$ cat src/hdl/icu_params.svh
// What this block does
// RL1 - Three nesting levels exist (highest, high, low); vectors 0 and 1 may be highest or low, all others high or low.
// RL2 - While a level is in service, no request at that level or below is accepted, so only higher levels nest.
// RL3 - Among requests to different vectors pending together, the one at the highest level wins.
// RL4 - Among pending requests at the same level, the smallest vector address wins.
// RL5 - Forty sources fold onto ten vectors at 00003H plus eight per step up to 0004BH.
// RL6 - Pins two and four, timer-zero low byte, host-port bus active and infrared receive share vector 00013H.
// RL7 - Timer-zero high byte, pin six and host-port connect, disconnect and resume share vector 00023H.
// RL8 - Halt standby ends on reset or on any request that can be accepted.
// RL9 - Hold standby ends on reset pin low, a wake pin at its set level, a port-zero or a bus-active request.
// RL10 - Crystal hold also ends on a base-timer or an infrared receive request.
// RL11 - Each source request stays pending until it is serviced, so a blocked request is granted later.
// RL12 - The CPU signals end of service so the previous in-service level is restored.
`ifndef ICU_PARAMS_SVH
`define ICU_PARAMS_SVH

`define ICU_NUM_SRC      40
`define ICU_NUM_VEC      10
`define ICU_NUM_WPIN     5
`define ICU_VEC_BASE     20'h00003
`define ICU_VEC_STEP     20'h00008
`define ICU_VEC_LAST     20'h0004b
// First source of each vector; the last entry closes vector 9
`define ICU_VEC_BOUNDS   '{0, 1, 2, 7, 10, 15, 20, 22, 26, 33, 40}
`define ICU_VEC_SHARED_A 2
`define ICU_VEC_SHARED_B 4
`define ICU_NUM_TOP_VEC  2
// Source positions inside the request vector
`define ICU_SRC_PIN_TWO   2
`define ICU_SRC_TIMER_ZERO_LOW_EVENT  3
`define ICU_SRC_PIN_FOUR  4
`define ICU_SRC_BUS_ACT   5
`define ICU_SRC_IR_RX     6
`define ICU_SRC_BASE_TMR  9
`define ICU_SRC_TIMER_ZERO_HIGH_EVENT 10
`define ICU_SRC_PIN_SIX   11
`define ICU_SRC_CONNECT   12
`define ICU_SRC_DISCON    13
`define ICU_SRC_RESUME    14
`define ICU_SRC_PORT0     33
`define ICU_INS_RESET     3'h0

`endif

$ cat src/hdl/icu_pkg.sv
package icu_pkg;

  typedef enum logic [1:0] {
    LVL_NONE = 2'b00,
    LVL_LOW  = 2'b01,
    LVL_HIGH = 2'b10,
    LVL_TOP  = 2'b11
  } icu_lvl_type;

  typedef enum logic [1:0] {
    MODE_RUN   = 2'b00,
    MODE_HALT  = 2'b01,
    MODE_HOLD  = 2'b10,
    MODE_XHOLD = 2'b11
  } icu_mode_type;

  typedef struct packed {
    logic        valid;
    logic [3:0]  vec_idx;
    icu_lvl_type level;
    logic [19:0] vec_addr;
  } icu_irq_type;

endpackage

$ cat src/hdl/icu_vec_slot.sv
`timescale 1ns/1ps
`default_nettype none
`include "icu_params.svh"

module icu_vec_slot #(
  parameter int FIRST = 0,
  parameter int COUNT = 1
) (
  // Clock and reset
  input  wire logic                     sys_clk,
  input  wire logic                     rst_b,
  // Requests and service
  input  wire logic [`ICU_NUM_SRC-1:0]  src_evt,
  input  wire logic                     serviced,
  output logic                          pend
);

  logic [COUNT-1:0] pend_reg;
  logic [COUNT-1:0] pend_next;
  wire  [COUNT-1:0] evt_slice  = src_evt[FIRST +: COUNT];
  // Lowest pending source is the one retired by a service
  wire  [COUNT-1:0] lowest_one = pend_reg & (~pend_reg + COUNT'(1));

  // A new event in the retiring cycle is kept: set wins over clear
  assign pend_next = (pend_reg & ~(serviced ? lowest_one : '0)) | evt_slice; // RL11
  assign pend      = |pend_reg;

  always_ff @(posedge sys_clk) begin
    if (!rst_b) begin
      pend_reg <= '0;
    end else begin
      pend_reg <= pend_next;
    end
  end

endmodule // icu_vec_slot
`default_nettype wire

$ cat src/hdl/icu_top.sv
`timescale 1ns/1ps
`default_nettype none
`include "icu_params.svh"

module icu_top (
  // Clock and reset
  input  wire logic                      sys_clk,
  input  wire logic                      rst_b,
  // Source requests from on-chip trigger logic
  input  wire logic [`ICU_NUM_SRC-1:0]   src_evt,
  input  wire logic [`ICU_NUM_VEC-1:0]   vec_lvl_sel,
  // CPU core
  output icu_pkg::icu_irq_type           irq_out_reg,
  input  wire logic                      irq_ack,
  input  wire logic                      irq_eoi,
  output logic [2:0]                     ins_mask_reg,
  // Standby control
  input  wire logic                      stby_cmd_vld,
  input  wire icu_pkg::icu_mode_type     stby_cmd,
  output icu_pkg::icu_mode_type          stby_mode_reg,
  output logic                           wake_reg,
  // Wake pins
  input  wire logic                      res_pin_b,
  input  wire logic [`ICU_NUM_WPIN-1:0]  wake_pin,
  input  wire logic [`ICU_NUM_WPIN-1:0]  wake_pin_pol
);

  localparam int BOUNDS [0:`ICU_NUM_VEC] = `ICU_VEC_BOUNDS;

  // ************************************************
  // Source pending per vector
  // ************************************************
  logic [`ICU_NUM_VEC-1:0] vec_pend;
  logic [`ICU_NUM_VEC-1:0] vec_serviced;

  genvar gv;
  generate
    for (gv = 0; gv < `ICU_NUM_VEC; gv++) begin : g_slot
      assign vec_serviced[gv] = irq_ack && irq_out_reg.valid && (irq_out_reg.vec_idx == 4'(gv));
      icu_vec_slot #(
        .FIRST (BOUNDS[gv]),
        .COUNT (BOUNDS[gv+1] - BOUNDS[gv])
      ) u_slot (
        .sys_clk  (sys_clk),
        .rst_b    (rst_b),
        .src_evt  (src_evt),
        .serviced (vec_serviced[gv]),
        .pend     (vec_pend[gv])
      ); // RL5 RL6 RL7 RL11
    end
  endgenerate

  // ************************************************
  // Level per vector and arbitration
  // ************************************************
  icu_pkg::icu_lvl_type vec_lvl [0:`ICU_NUM_VEC-1];
  logic [`ICU_NUM_VEC-1:0] hit_mask;
  icu_pkg::icu_lvl_type best_lvl;
  logic [3:0]           best_idx;
  icu_pkg::icu_lvl_type cur_lvl;
  logic                 cand_valid;

  generate
    for (gv = 0; gv < `ICU_NUM_VEC; gv++) begin : g_lvl
      // Pin vectors choose highest or low, the rest high or low
      assign vec_lvl[gv] = !vec_pend[gv] ? icu_pkg::LVL_NONE :
                           !vec_lvl_sel[gv] ? icu_pkg::LVL_LOW :
                           (gv < `ICU_NUM_TOP_VEC) ? icu_pkg::LVL_TOP : icu_pkg::LVL_HIGH; // RL1
      assign hit_mask[gv] = vec_pend[gv] && (vec_lvl[gv] == best_lvl);
    end
  endgenerate

  // Walking downward with >= lets the smallest address win a level tie
  always_comb begin
    best_lvl = icu_pkg::LVL_NONE;
    best_idx = 4'h0;
    for (int v = `ICU_NUM_VEC - 1; v >= 0; v--) begin
      if (vec_pend[v] && (vec_lvl[v] >= best_lvl)) begin // RL3 RL4
        best_lvl = vec_lvl[v];
        best_idx = 4'(v);
      end
    end
  end

  assign cur_lvl = ins_mask_reg[2] ? icu_pkg::LVL_TOP :
                   ins_mask_reg[1] ? icu_pkg::LVL_HIGH :
                   ins_mask_reg[0] ? icu_pkg::LVL_LOW : icu_pkg::LVL_NONE;
  // Equal or lower levels stay pending until service ends
  assign cand_valid = (best_lvl != icu_pkg::LVL_NONE) && (best_lvl > cur_lvl); // RL2

  // ************************************************
  // Request to the CPU and in-service levels
  // ************************************************
  icu_pkg::icu_irq_type irq_next;
  logic [2:0]           ins_pop;
  logic [2:0]           ins_push;
  logic [2:0]           ins_next;
  wire                  take = irq_ack && irq_out_reg.valid;

  // Request drops for a cycle after a take, so a stale vector is never shown
  assign irq_next.valid    = cand_valid && !take;
  assign irq_next.vec_idx  = best_idx;
  assign irq_next.level    = best_lvl;
  assign irq_next.vec_addr = `ICU_VEC_BASE + (`ICU_VEC_STEP * 20'(best_idx)); // RL5

  // End of service retires the highest level in service
  assign ins_pop  = !irq_eoi ? 3'h0 :
                    ins_mask_reg[2] ? 3'h4 :
                    ins_mask_reg[1] ? 3'h2 :
                    ins_mask_reg[0] ? 3'h1 : 3'h0; // RL12
  assign ins_push = take ? (3'h1 << (irq_out_reg.level - 2'h1)) : 3'h0;
  assign ins_next = (ins_mask_reg & ~ins_pop) | ins_push;

  always_ff @(posedge sys_clk) begin
    if (!rst_b) begin
      irq_out_reg  <= '0;
      ins_mask_reg <= `ICU_INS_RESET;
    end else begin
      irq_out_reg  <= irq_next;
      ins_mask_reg <= ins_next;
    end
  end

  // ************************************************
  // Wake pin synchroniser
  // ************************************************
  logic [`ICU_NUM_WPIN:0] pin_s1_reg;
  logic [`ICU_NUM_WPIN:0] pin_s2_reg;

  always_ff @(posedge sys_clk) begin
    if (!rst_b) begin
      pin_s1_reg <= '0;
      pin_s2_reg <= '0;
    end else begin
      pin_s1_reg <= {res_pin_b, wake_pin};
      pin_s2_reg <= pin_s1_reg;
    end
  end

  // ************************************************
  // Standby modes
  // ************************************************
  wire pin_wake  = |(~(pin_s2_reg[`ICU_NUM_WPIN-1:0] ^ wake_pin_pol));
  // Reset pin synchroniser starts at zero, so ignore it right after reset
  logic res_seen_reg;
  wire hold_wake  = (res_seen_reg && !pin_s2_reg[`ICU_NUM_WPIN]) || pin_wake ||
                    src_evt[`ICU_SRC_PORT0] || src_evt[`ICU_SRC_BUS_ACT]; // RL9
  wire xhold_wake = hold_wake || src_evt[`ICU_SRC_BASE_TMR] || src_evt[`ICU_SRC_IR_RX]; // RL10

  icu_pkg::icu_mode_type mode_next;

  always_comb begin
    mode_next = stby_mode_reg;
    case (stby_mode_reg)
      icu_pkg::MODE_RUN: begin
        if (stby_cmd_vld) begin
          mode_next = stby_cmd;
        end
      end
      icu_pkg::MODE_HALT: begin
        if (cand_valid) begin // RL8
          mode_next = icu_pkg::MODE_RUN;
        end
      end
      icu_pkg::MODE_HOLD: begin
        if (hold_wake) begin // RL9
          mode_next = icu_pkg::MODE_RUN;
        end
      end
      icu_pkg::MODE_XHOLD: begin
        if (xhold_wake) begin // RL10
          mode_next = icu_pkg::MODE_RUN;
        end
      end
      default: begin
        mode_next = icu_pkg::MODE_RUN;
      end
    endcase
  end

  always_ff @(posedge sys_clk) begin
    if (!rst_b) begin
      stby_mode_reg <= icu_pkg::MODE_RUN;
      wake_reg      <= 1'b0;
      res_seen_reg  <= 1'b0;
    end else begin
      stby_mode_reg <= mode_next;
      wake_reg      <= (stby_mode_reg != icu_pkg::MODE_RUN) && (mode_next == icu_pkg::MODE_RUN);
      res_seen_reg  <= res_seen_reg | pin_s2_reg[`ICU_NUM_WPIN];
    end
  end
endmodule // icu_top
`default_nettype wire

$ cat config.mk
export PLATFORM = sky130hd
export DESIGN_NAME = icu_top
export DESIGN_NICKNAME = d
export VERILOG_FILES = /design/src/hdl/icu_pkg.sv /design/src/hdl/icu_vec_slot.sv /design/src/hdl/icu_top.sv
export VERILOG_INCLUDE_DIRS = /design/src /design/src/hdl
export SDC_FILE = /design/constraint.sdc
export NUM_CORES = 1
export LEC_CHECK = 0
export ABC_AREA = 0
export BUFFER_PORTS_ARGS = -buffer_cell sky130_fd_sc_hd__buf_4
export CAP_MARGIN = 25
export CORE_ASPECT_RATIO = 0.9
export CORE_MARGIN = 10
export CORE_UTILIZATION = 40
export DETAILED_ROUTE_END_ITERATION = 8
export PLACE_DENSITY = 0.73
export SLEW_MARGIN = 5
export SYNTH_ARGS = -nofsm -noshare
export SYNTH_HDL_FRONTEND = slang
export SYNTH_SLANG_ARGS = --single-unit
$ cat constraint.sdc
create_clock -name sys_clk -period 16 [get_ports sys_clk]
set_input_delay 1.6 -clock sys_clk [delete_from_list [all_inputs] [get_ports sys_clk]]
set_output_delay 1.6 -clock sys_clk [all_outputs]
set_load 0.01 [all_outputs]
# Word level (Yosys, flattened, before mapping)
# Index checks and enable logic that the tools add are counted.
# word_totals
ff_bits,86
input_bits,68
mem_bits_ro,0
word_cells,221
mem_bits_rw,0
mem_count,0
latch_bits,0
# classes
mux,63
reduce_logical,46
multipliers,0
n_addsub,12
shifts,1
n_bitwise,56
magnitude_cmp,11
n_eq_ne,12
div,0
# ops
operator,n
2-bit 2-to-1 mux,38
4-bit 2-to-1 mux,11
5-bit inverter,7
5-bit AND,6
7-bit AND,4
7-bit inverter,4
1-bit logical AND,25
5-bit OR reduction,4
2-bit greater-or-equal comparator,9
4-bit by 3-bit == test with 1-bit output (second input constant),4
5-bit by 1-bit adder with 5-bit output (second input constant),3
5-bit 2-to-1 mux,3
5-bit bitwise OR,3
7-bit by 1-bit adder with 7-bit output (second input constant),2
7-bit 2-to-1 mux,2
7-bit bitwise OR,2
7-bit OR reduction,2
3-bit 2-to-1 mux,4
3-bit AND,3
3-bit inverter,3
2-bit by 7-bit adder with 8-bit output (first input constant),1
4-bit AND,2
4-bit by 2-bit == test with 1-bit output (second input constant),2
4-bit == test (second input constant),2
31 further kinds,55

# Depth between registers and ports, before layout
# Gate-level depths: netlist of run 1.
# logic_depth
depth_word,38
ltp_mapped,62
depth_no_buf,62

# Cells and area by module
# From an unflattened synthesis of run 1, not the netlist that was laid out.
# hier_totals
hier_cells,428
area_unflattened_um2,3632.2
# modules_own_cells
mod,area_each_um2,cells_each,instances,seq_area_each_um2
icu_top,2037.0,250,1,540.5
icu_vec_slot at g_slot[2].u_slot ...,197.7,23,3,100.1
icu_vec_slot at g_slot[8].u_slot ...,284.0,33,2,140.1
icu_vec_slot at g_slot[7].u_slot,161.4,17,1,80.1
icu_vec_slot at g_slot[3].u_slot,113.9,12,1,60.1
icu_vec_slot at g_slot[0].u_slot ...,41.3,3,2,20.0
icu_vec_slot at g_slot[6].u_slot,76.3,8,1,40.0

# Worst setup path after synthesis of run 1
# No wires, ideal clock.
# synth_path
path_type,input port to flip-flop
from,input port vec_lvl_sel[8]
to,register wake_reg
setup_slack_ns,4.759
required_time_ns,15.926
arrival_time_ns,11.167
cell_stages,57
setup_time_ns,0.074
cell_sequence,nand2b_1 -> ha_1 -> nand2b_1 -> a21oi_2 -> or2_2 -> nand2_1 -> o21ai_0 -> ha_1 -> nand2b_1 -> o2111ai_1 -> o221ai_1 -> nand3_1 -> inv_1 -> ha_1 -> nand2b_1 -> nand2_1 -> nor2_1 -> a31oi_1 -> [... 21 more ...] -> a21oi_1 -> o31a_1 -> ha_1 -> nand2b_1 -> o211ai_1 -> o31ai_4 -> or2_1 -> ha_1 -> nand2b_1 -> a21oi_1 -> nor2_1 -> or4_4 -> o32ai_4 -> ha_1 -> a21oi_1 -> a21oi_1 -> or3_1 -> a31oi_1
# synth_via
elab_chain_cells,35
# synth_lines
element,line_no,rtl
from (decl),icu_top.sv:11,"input wire logic [`ICU_NUM_VEC-1:0] vec_lvl_sel,"
2-bit 2-to-1 mux *,icu_top.sv:67,!vec_lvl_sel[gv] ? icu_pkg::LVL_LOW :
2-bit 2-to-1 mux *,icu_top.sv:66,assign vec_lvl[gv] = !vec_pend[gv] ? icu_pkg::LVL_NONE :
2-bit greater-or-equal comparator,icu_top.sv:78,if (vec_pend[v] && (vec_lvl[v] >= best_lvl)) begin
1-bit logical AND,icu_top.sv:78,
2-bit 2-to-1 mux *,icu_top.sv:78,
2-bit greater-or-equal comparator,icu_top.sv:78,
1-bit logical AND,icu_top.sv:78,
2-bit 2-to-1 mux *,icu_top.sv:78,
[... 19 more ...],n/a,
1-bit logical AND,icu_top.sv:78,
2-bit 2-to-1 mux *,icu_top.sv:78,
2-bit greater-than comparator / 2-bit nonzero test (equally long branches),icu_top.sv:89,assign cand_valid = (best_lvl != icu_pkg::LVL_NONE) && (best_lvl > cur_lvl);
1-bit logical AND *,icu_top.sv:89,
2-bit 2-to-1 mux *,icu_top.sv:161,if (cand_valid) begin
2-bit one-hot mux with 4 select lines *,icu_top.sv:154,case (stby_mode_reg)
2-bit zero test *,icu_top.sv:188,wake_reg <= (stby_mode_reg != icu_pkg::MODE_RUN) && (mode_next == icu_pkg::MODE_RUN);
1-bit logical AND *,icu_top.sv:188,
to (signal assigned),icu_top.sv:188,
to (decl),icu_top.sv:21,"output logic wake_reg,"
# Mark *: on every way between the ends. The rest lies on a longest branch, timed or not.
# A chain may end at the register's enable or synchronous reset.

# Final worst setup path of run 1
# Same ends and word-level chain as after synthesis.

==> reports/metrics.cfg, run 1 <==
[logic_synthesis]
syn_area_um2=3590
synthCells=431
async_flop_share_pct=0
synth_edf_count=0
synth.avg_cell_area_um2=8.33
ys_ff_latch=67
ys.flop_type=dfxtp_1
synth.distinct_cells=65
yosysSeqAreaShare_pct=37.4
synth_warnings=0

[setup_path]
cp_slowest_stage_delay_ps=450
crit_type=in2reg
cp_data_required_time_ps=16270
end_kind=register
slowest_stage=or4_4
startpoint_type=primary input
crit_path_frequent_cell=ha_1
crit_arrival_ps=12500
ff2ff_path_depth=59
crit_path_max_fanout=6

[drt]
ant_nets=0
dr.pass1.iters=4
vias=3183
avgViaCountPerCell=4.98
post_drt_wl_per_cell_um=14.0
drcViolationCount=0
drt-total-wl_um=8930
initialDrtViolationCount=90

[clocking]
clk_latency_ps=340
clock-sinks=67
cts_made_buffers=9
cts_setup_buffers=0
path_clk_slew_ps=70
cts.htree.levels=3
cts.repair.resized=0
cts_buffer_depth=2
cts_hold_repair.buffers=0
cts_tree=built
cts_root_buf=clkbuf_8

[power]
leakagePower_nw=1.94
irDropWorstVdd_v=0.0000565
powerDensity_nw_per_um2=92.4
fin_total_pwr_mw=0.409

[sta]
tightest_slew_ps=768
drv_slew=0
rsz0062_at_grt=false
clock_skew_ps=7.55
period_needed_ps=12230
fin_tns_setup_ps=0
maxSlewHeadroom_pct=48.7
period_share_pct=76.5
finalSetupViolCount=0
fmax_ghz=0.0817
finalHoldViolations=0

[floorplanning]
io_pins=101
die-area_um2=13200
die_x_um=120
rows=32
die_h_um=110
core_um2=8650
initial_core_util_pct=41.5

[cells_and_area]
syn2layout_area_growth_pct=23.4
layout-drive-gt1-share_pct=23.8
n_antenna_cell=0
largest_register_ffs=40
nets=596

[placed_design]
gp_congestion=0.822
dpl.hpwl_um=7110
portBuffers=86

[min_path]
hp-class=reg2reg
whs_path_depth=1

[global_routing]
grt_pass1_vias=3192
grt_pass1_wl_um=14400
grt_antenna_before_repair=0
grt_overflow_total=0
grt_usage_pct=13.3
grt_max_degree=26

[outcome]
status=complete, no violations

[run]
drv_cap=0

==> worst max-delay path: cells and delay by family <==
kind                     cells  cell delay (ps)
buffers and inverters        4              310
adder cells (fa/ha/maj)     10             2780
AND/OR/NAND/NOR             22             3520
AO/OA/AOI/OAI               22             4280
==> routing by layer <==
metal / vias up / share of wire (%) / track usage, %
met1: 1435 / 42 / 14.5
met4: 0 / 1.4 / 3.44
li1: 1644 / - / -
met5: - / 0 / 0
met2: 92 / 46 / 21.8
met3: 12 / 10 / 7.79
==> Yosys cell counts (2+ instances only) <==
master	count	area [um^2]
and2_4	2	17.5
nand2_1	24	90.1
nand3b_1	2	15.0
o21a_1	4	30.0
xnor2_1	3	26.3
xor2_1	2	17.5
or4_1	5	37.5
nand2b_1	12	75.1
nand3_1	11	55.1
nor4_1	2	12.5
buf_4	20	150
a21oi_1	52	260
a22o_1	2	17.5
or2_2	5	31.3
or4_4	3	33.8
clkbuf_1	5	18.8
or2_1	3	18.8
o31ai_1	4	30.0
inv_1	29	109
dfxtp_1	67	1340
o22ai_1	4	25.0
a211oi_1	3	22.5
o21ai_0	20	100
nor3_1	8	40.0
nor3b_1	3	22.5
or3_1	6	37.5
ha_1	13	163
nor2b_1	13	81.3
nor2_1	45	169
and2_1	17	106
nand4_1	3	18.8
a31oi_1	6	37.5
==> path summary, 6_finish.rpt <==
kind                                       to                    startpoint  slack (ps)
worst max-delay path                 wake_reg                vec_lvl_sel[8]        3770
worst min-delay path            pin_s2_reg[5]                 pin_s1_reg[5]         440
worst max register to register       wake_reg  g_slot[9].u_slot.pend_reg[3]        4260
worst min register to register  pin_s2_reg[5]                 pin_s1_reg[5]         440
==> metrics by stage <==
step / util (%) / cells / area (um^2) / hold slack (ps) / setup slack (ps)
finish: 51.2 / 639 / 4430 / 437 / 3770
detailed placement: 49.2 / 623 / 4260 / 421 / 3590
CTS: 51.2 / 639 / 4430 / 437 / 3870
floorplan: - / 444 / 3640 / 412 / 4760
global route: 51.2 / 639 / 4430 / 450 / 3000
global placement: 49.2 / 623 / 4260 / 415 / 4070
==> report_power, final <==
| part | internal, mW | switching [mW] | total (mW) |
|---|---|---|---|
| combinational | 0.0450 | 0.0493 | 0.0944 |
| clock | 0.0645 | 0.0614 | 0.126 |
| sequential | 0.179 | 0.0103 | 0.189 |
| total | 0.288 | 0.121 | 0.409 |
==> layout by cell type (no fill, tap or decap), types with 12 or more instances in the layout <==
cell	Yosys	routed
a21oi_1	52	52
and2_1	17	17
buf_4	20	87
conb_1	1	14
dfxtp_1	67	67
ha_1	13	13
inv_1	29	29
nand2_1	24	24
nand2b_1	12	12
nor2_1	45	45
nor2b_1	13	13
o21ai_0	20	20
==> cell families after synthesis <==
group,Yosys count,share of synthesized area (%)
and+or+nand+nor,172,26.6
xor gates and xnor gates,5,1.22
DFF,67,37.4
buffers and inverters,56,8.16
AOI/OAI and AO/OA,115,21.5
adders and majority gates,14,4.84
muxes,1,0.279
other,1,0.104
==> final cells by class <==
type | count | area (um^2)
Fill cell | 829 | 4220
Tap cell | 119 | 149
Clock buffer | 14 | 163
Clock inverter | 2 | 10.0
Sequential cell | 67 | 1340
Timing Repair Buffer | 87 | 653
Inverter | 29 | 109
Multi-Input combinational cell | 321 | 2000
(Power assumes the default switching activity.)
==> inputs of run 2 (changes only) <==
==> constraint.sdc (replaced) <==
create_clock -name sys_clk -period 12.8 [get_ports sys_clk]
set_input_delay 1.28 -clock sys_clk [delete_from_list [all_inputs] [get_ports sys_clk]]
set_output_delay 1.28 -clock sys_clk [all_outputs]
set_load 0.01 [all_outputs]
==> run 2 against run 1 <==
  * Die area unchanged
  * Register-to-register slack got worse by 3100 ps
  * Non-clock buffer count unchanged
  * Power increased by 25%
  * Clock-buffer cell count unchanged
  * Sequential power increased by 25%
  * Hold slack got worse by 3.4 ps
==> reports/metrics.cfg, run 2 (synthesized netlist as in run 1, its figures left out) <==
[setup_path]
end_kind=register
crit_path_max_fanout=6  ; unchanged
crit_path_frequent_cell=ha_1
slowest_stage=or4_4
cp-endpoint=wake_reg
worstReg2RegStart=g_slot[9].u_slot.pend_reg[3]
startpoint_type=primary input
ff2ff_path_depth=59  ; unchanged
cp_slowest_stage_delay_ps=450  ; about the same
cp_data_required_time_ps=13070  ; -3200 ps
startpoint=vec_lvl_sel[9]
r2r_slack_ps=1110  ; -3150 ps
crit_type=in2reg
reg2reg_to=wake_reg
crit_arrival_ps=12100  ; -400 ps

[power]
irDropWorstVdd_v=0.0000476  ; -16%
powerDensity_nw_per_um2=115  ; +25%
leakagePower_nw=1.94  ; unchanged

[sta]
fin_tns_setup_ps=0  ; unchanged
period_share_pct=92.5
fin_hold_ws_ps=433  ; -3.40 ps
drv_slew=0  ; unchanged
finalSetupViolCount=0  ; unchanged
period_needed_ps=11830
setup_slack_ps=965  ; -2800 ps
clock_skew_ps=8.80  ; +1.25 ps
maxSlewHeadroom_pct=44.5  ; -4.2 points
rsz0062_at_grt=false
tightest_slew_ps=831  ; +63.0 ps
fmax_ghz=0.0845
finalHoldViolations=0  ; unchanged

[global_routing]
grt_max_degree=27  ; +3.8%
grt_overflow_total=0  ; unchanged
grt_antenna_before_repair=0  ; unchanged
grt_usage_pct=13.6  ; +0.32 points
grt_pass1_wl_um=14700  ; +2.2%
grt_pass1_vias=3311  ; +3.7%

[cells_and_area]
finalNonFillerCells=639  ; unchanged
largest_register_ffs=40  ; unchanged
n_antenna_cell=0  ; unchanged
syn2layout_area_growth_pct=23.4  ; unchanged
fillers=862  ; +4.0%
most-common-layout-cells=buf_4 (87), dfxtp_1 (67), a21oi_1 (52), nor2_1 (45), inv_1 (29)
layout-drive-gt1-share_pct=23.8  ; unchanged
nets=596  ; unchanged
final_common_cell=buf_4

[clocking]
path_clk_slew_ps=70  ; about the same
cts_tree=built
cts_hold_repair.buffers=0  ; unchanged
clock-sinks=67  ; unchanged
cts_setup_buffers=0  ; unchanged
cts.repair.resized=0  ; unchanged
cts.htree.levels=3  ; unchanged
clk_latency_ps=340  ; about the same
cts_made_buffers=9  ; unchanged
cts_buffer_depth=2  ; unchanged
cts_root_buf=clkbuf_8

[min_path]
whs_path_depth=1  ; unchanged
hp-class=reg2reg

[floorplanning]
initial_core_util_pct=41.5  ; unchanged
core_um2=8650  ; unchanged
rows=32  ; unchanged
die-area_um2=13200  ; unchanged
die_h_um=110  ; unchanged
io_pins=101  ; unchanged
die_x_um=120  ; unchanged

[placed_design]
dpl.cell_count=623  ; unchanged
portBuffers=86  ; unchanged
gp_congestion=0.835  ; +1.6%
dpl.hpwl_um=7230  ; +1.7%
dp_slack_ps=751  ; -2840 ps

[outcome]
status=complete, no violations

[drt]
avgViaCountPerCell=5.03  ; +0.91%
dr.pass1.iters=4  ; unchanged
drcViolationCount=0  ; unchanged
drt-total-wl_um=8940  ; +0.11%
initialDrtViolationCount=129  ; +43%
post_drt_wl_per_cell_um=14.0  ; +0.11%
vias=3212  ; +0.91%
ant_nets=0  ; unchanged

[run]
drv_cap=0  ; unchanged

## run 2: critical path: cells and delay by family
family / cells / cell delay, ps
AOI/OAI and AO/OA: 22 / 4270
and+or+nand+nor: 22 / 3550
adders and majority gates: 10 / 2630
buffers and inverters: 4 / 340
## run 2: how the worst min path moves through the flow
stage / start / endpoint / slack [ps]
floorplan: pin_s1_reg[0] / pin_s2_reg[0] / 410
CTS: pin_s1_reg[2] / pin_s2_reg[2] / 430
global route: pin_s1_reg[2] / pin_s2_reg[2] / 440
global placement: pin_s1_reg[0] / pin_s2_reg[0] / 420
detailed placement: pin_s1_reg[2] / pin_s2_reg[2] / 420
finish: pin_s1_reg[2] / pin_s2_reg[2] / 430
## run 2: layer usage
metal | vias up | track usage, % | share of wire, %
li1 | 1642 | - | -
met2 | 99 | 23.2 | 47
met1 | 1463 | 14.4 | 42
met4 | 0 | 3.61 | 0.95
met3 | 8 | 7.59 | 10
met5 | - | 0 | 0
## run 2: area by class of cell
type,count,area [um^2],area share [%]
Inverter,29,109,2.46
Clock buffer,14,163,3.67
Timing Repair Buffer,87,653,14.7
Multi-Input combinational cell,321,2000,45.3
Sequential cell,67,1340,30.3
Tap cell,119,149,3.36
Clock inverter,2,10.0,0.226
## run 2: metrics by stage
stage / power, mW / utilization [%] / cell area (um^2)
floorplan: 0.321 / - / 3640
global placement: 0.353 / 49.2 / 4260
detailed placement: 0.358 / 49.2 / 4260
CTS: 0.517 / 51.2 / 4430
global route: 0.542 / 51.2 / 4430
finish: 0.511 / 51.2 / 4430
## run 2: report_power, final
group	internal (mW)	switching [mW]	total (mW)	leakage, nW
sequential	0.223	0.0130	0.236	0.558
combinational	0.0560	0.0611	0.117	1.29
clock	0.0805	0.0765	0.157	0.0905
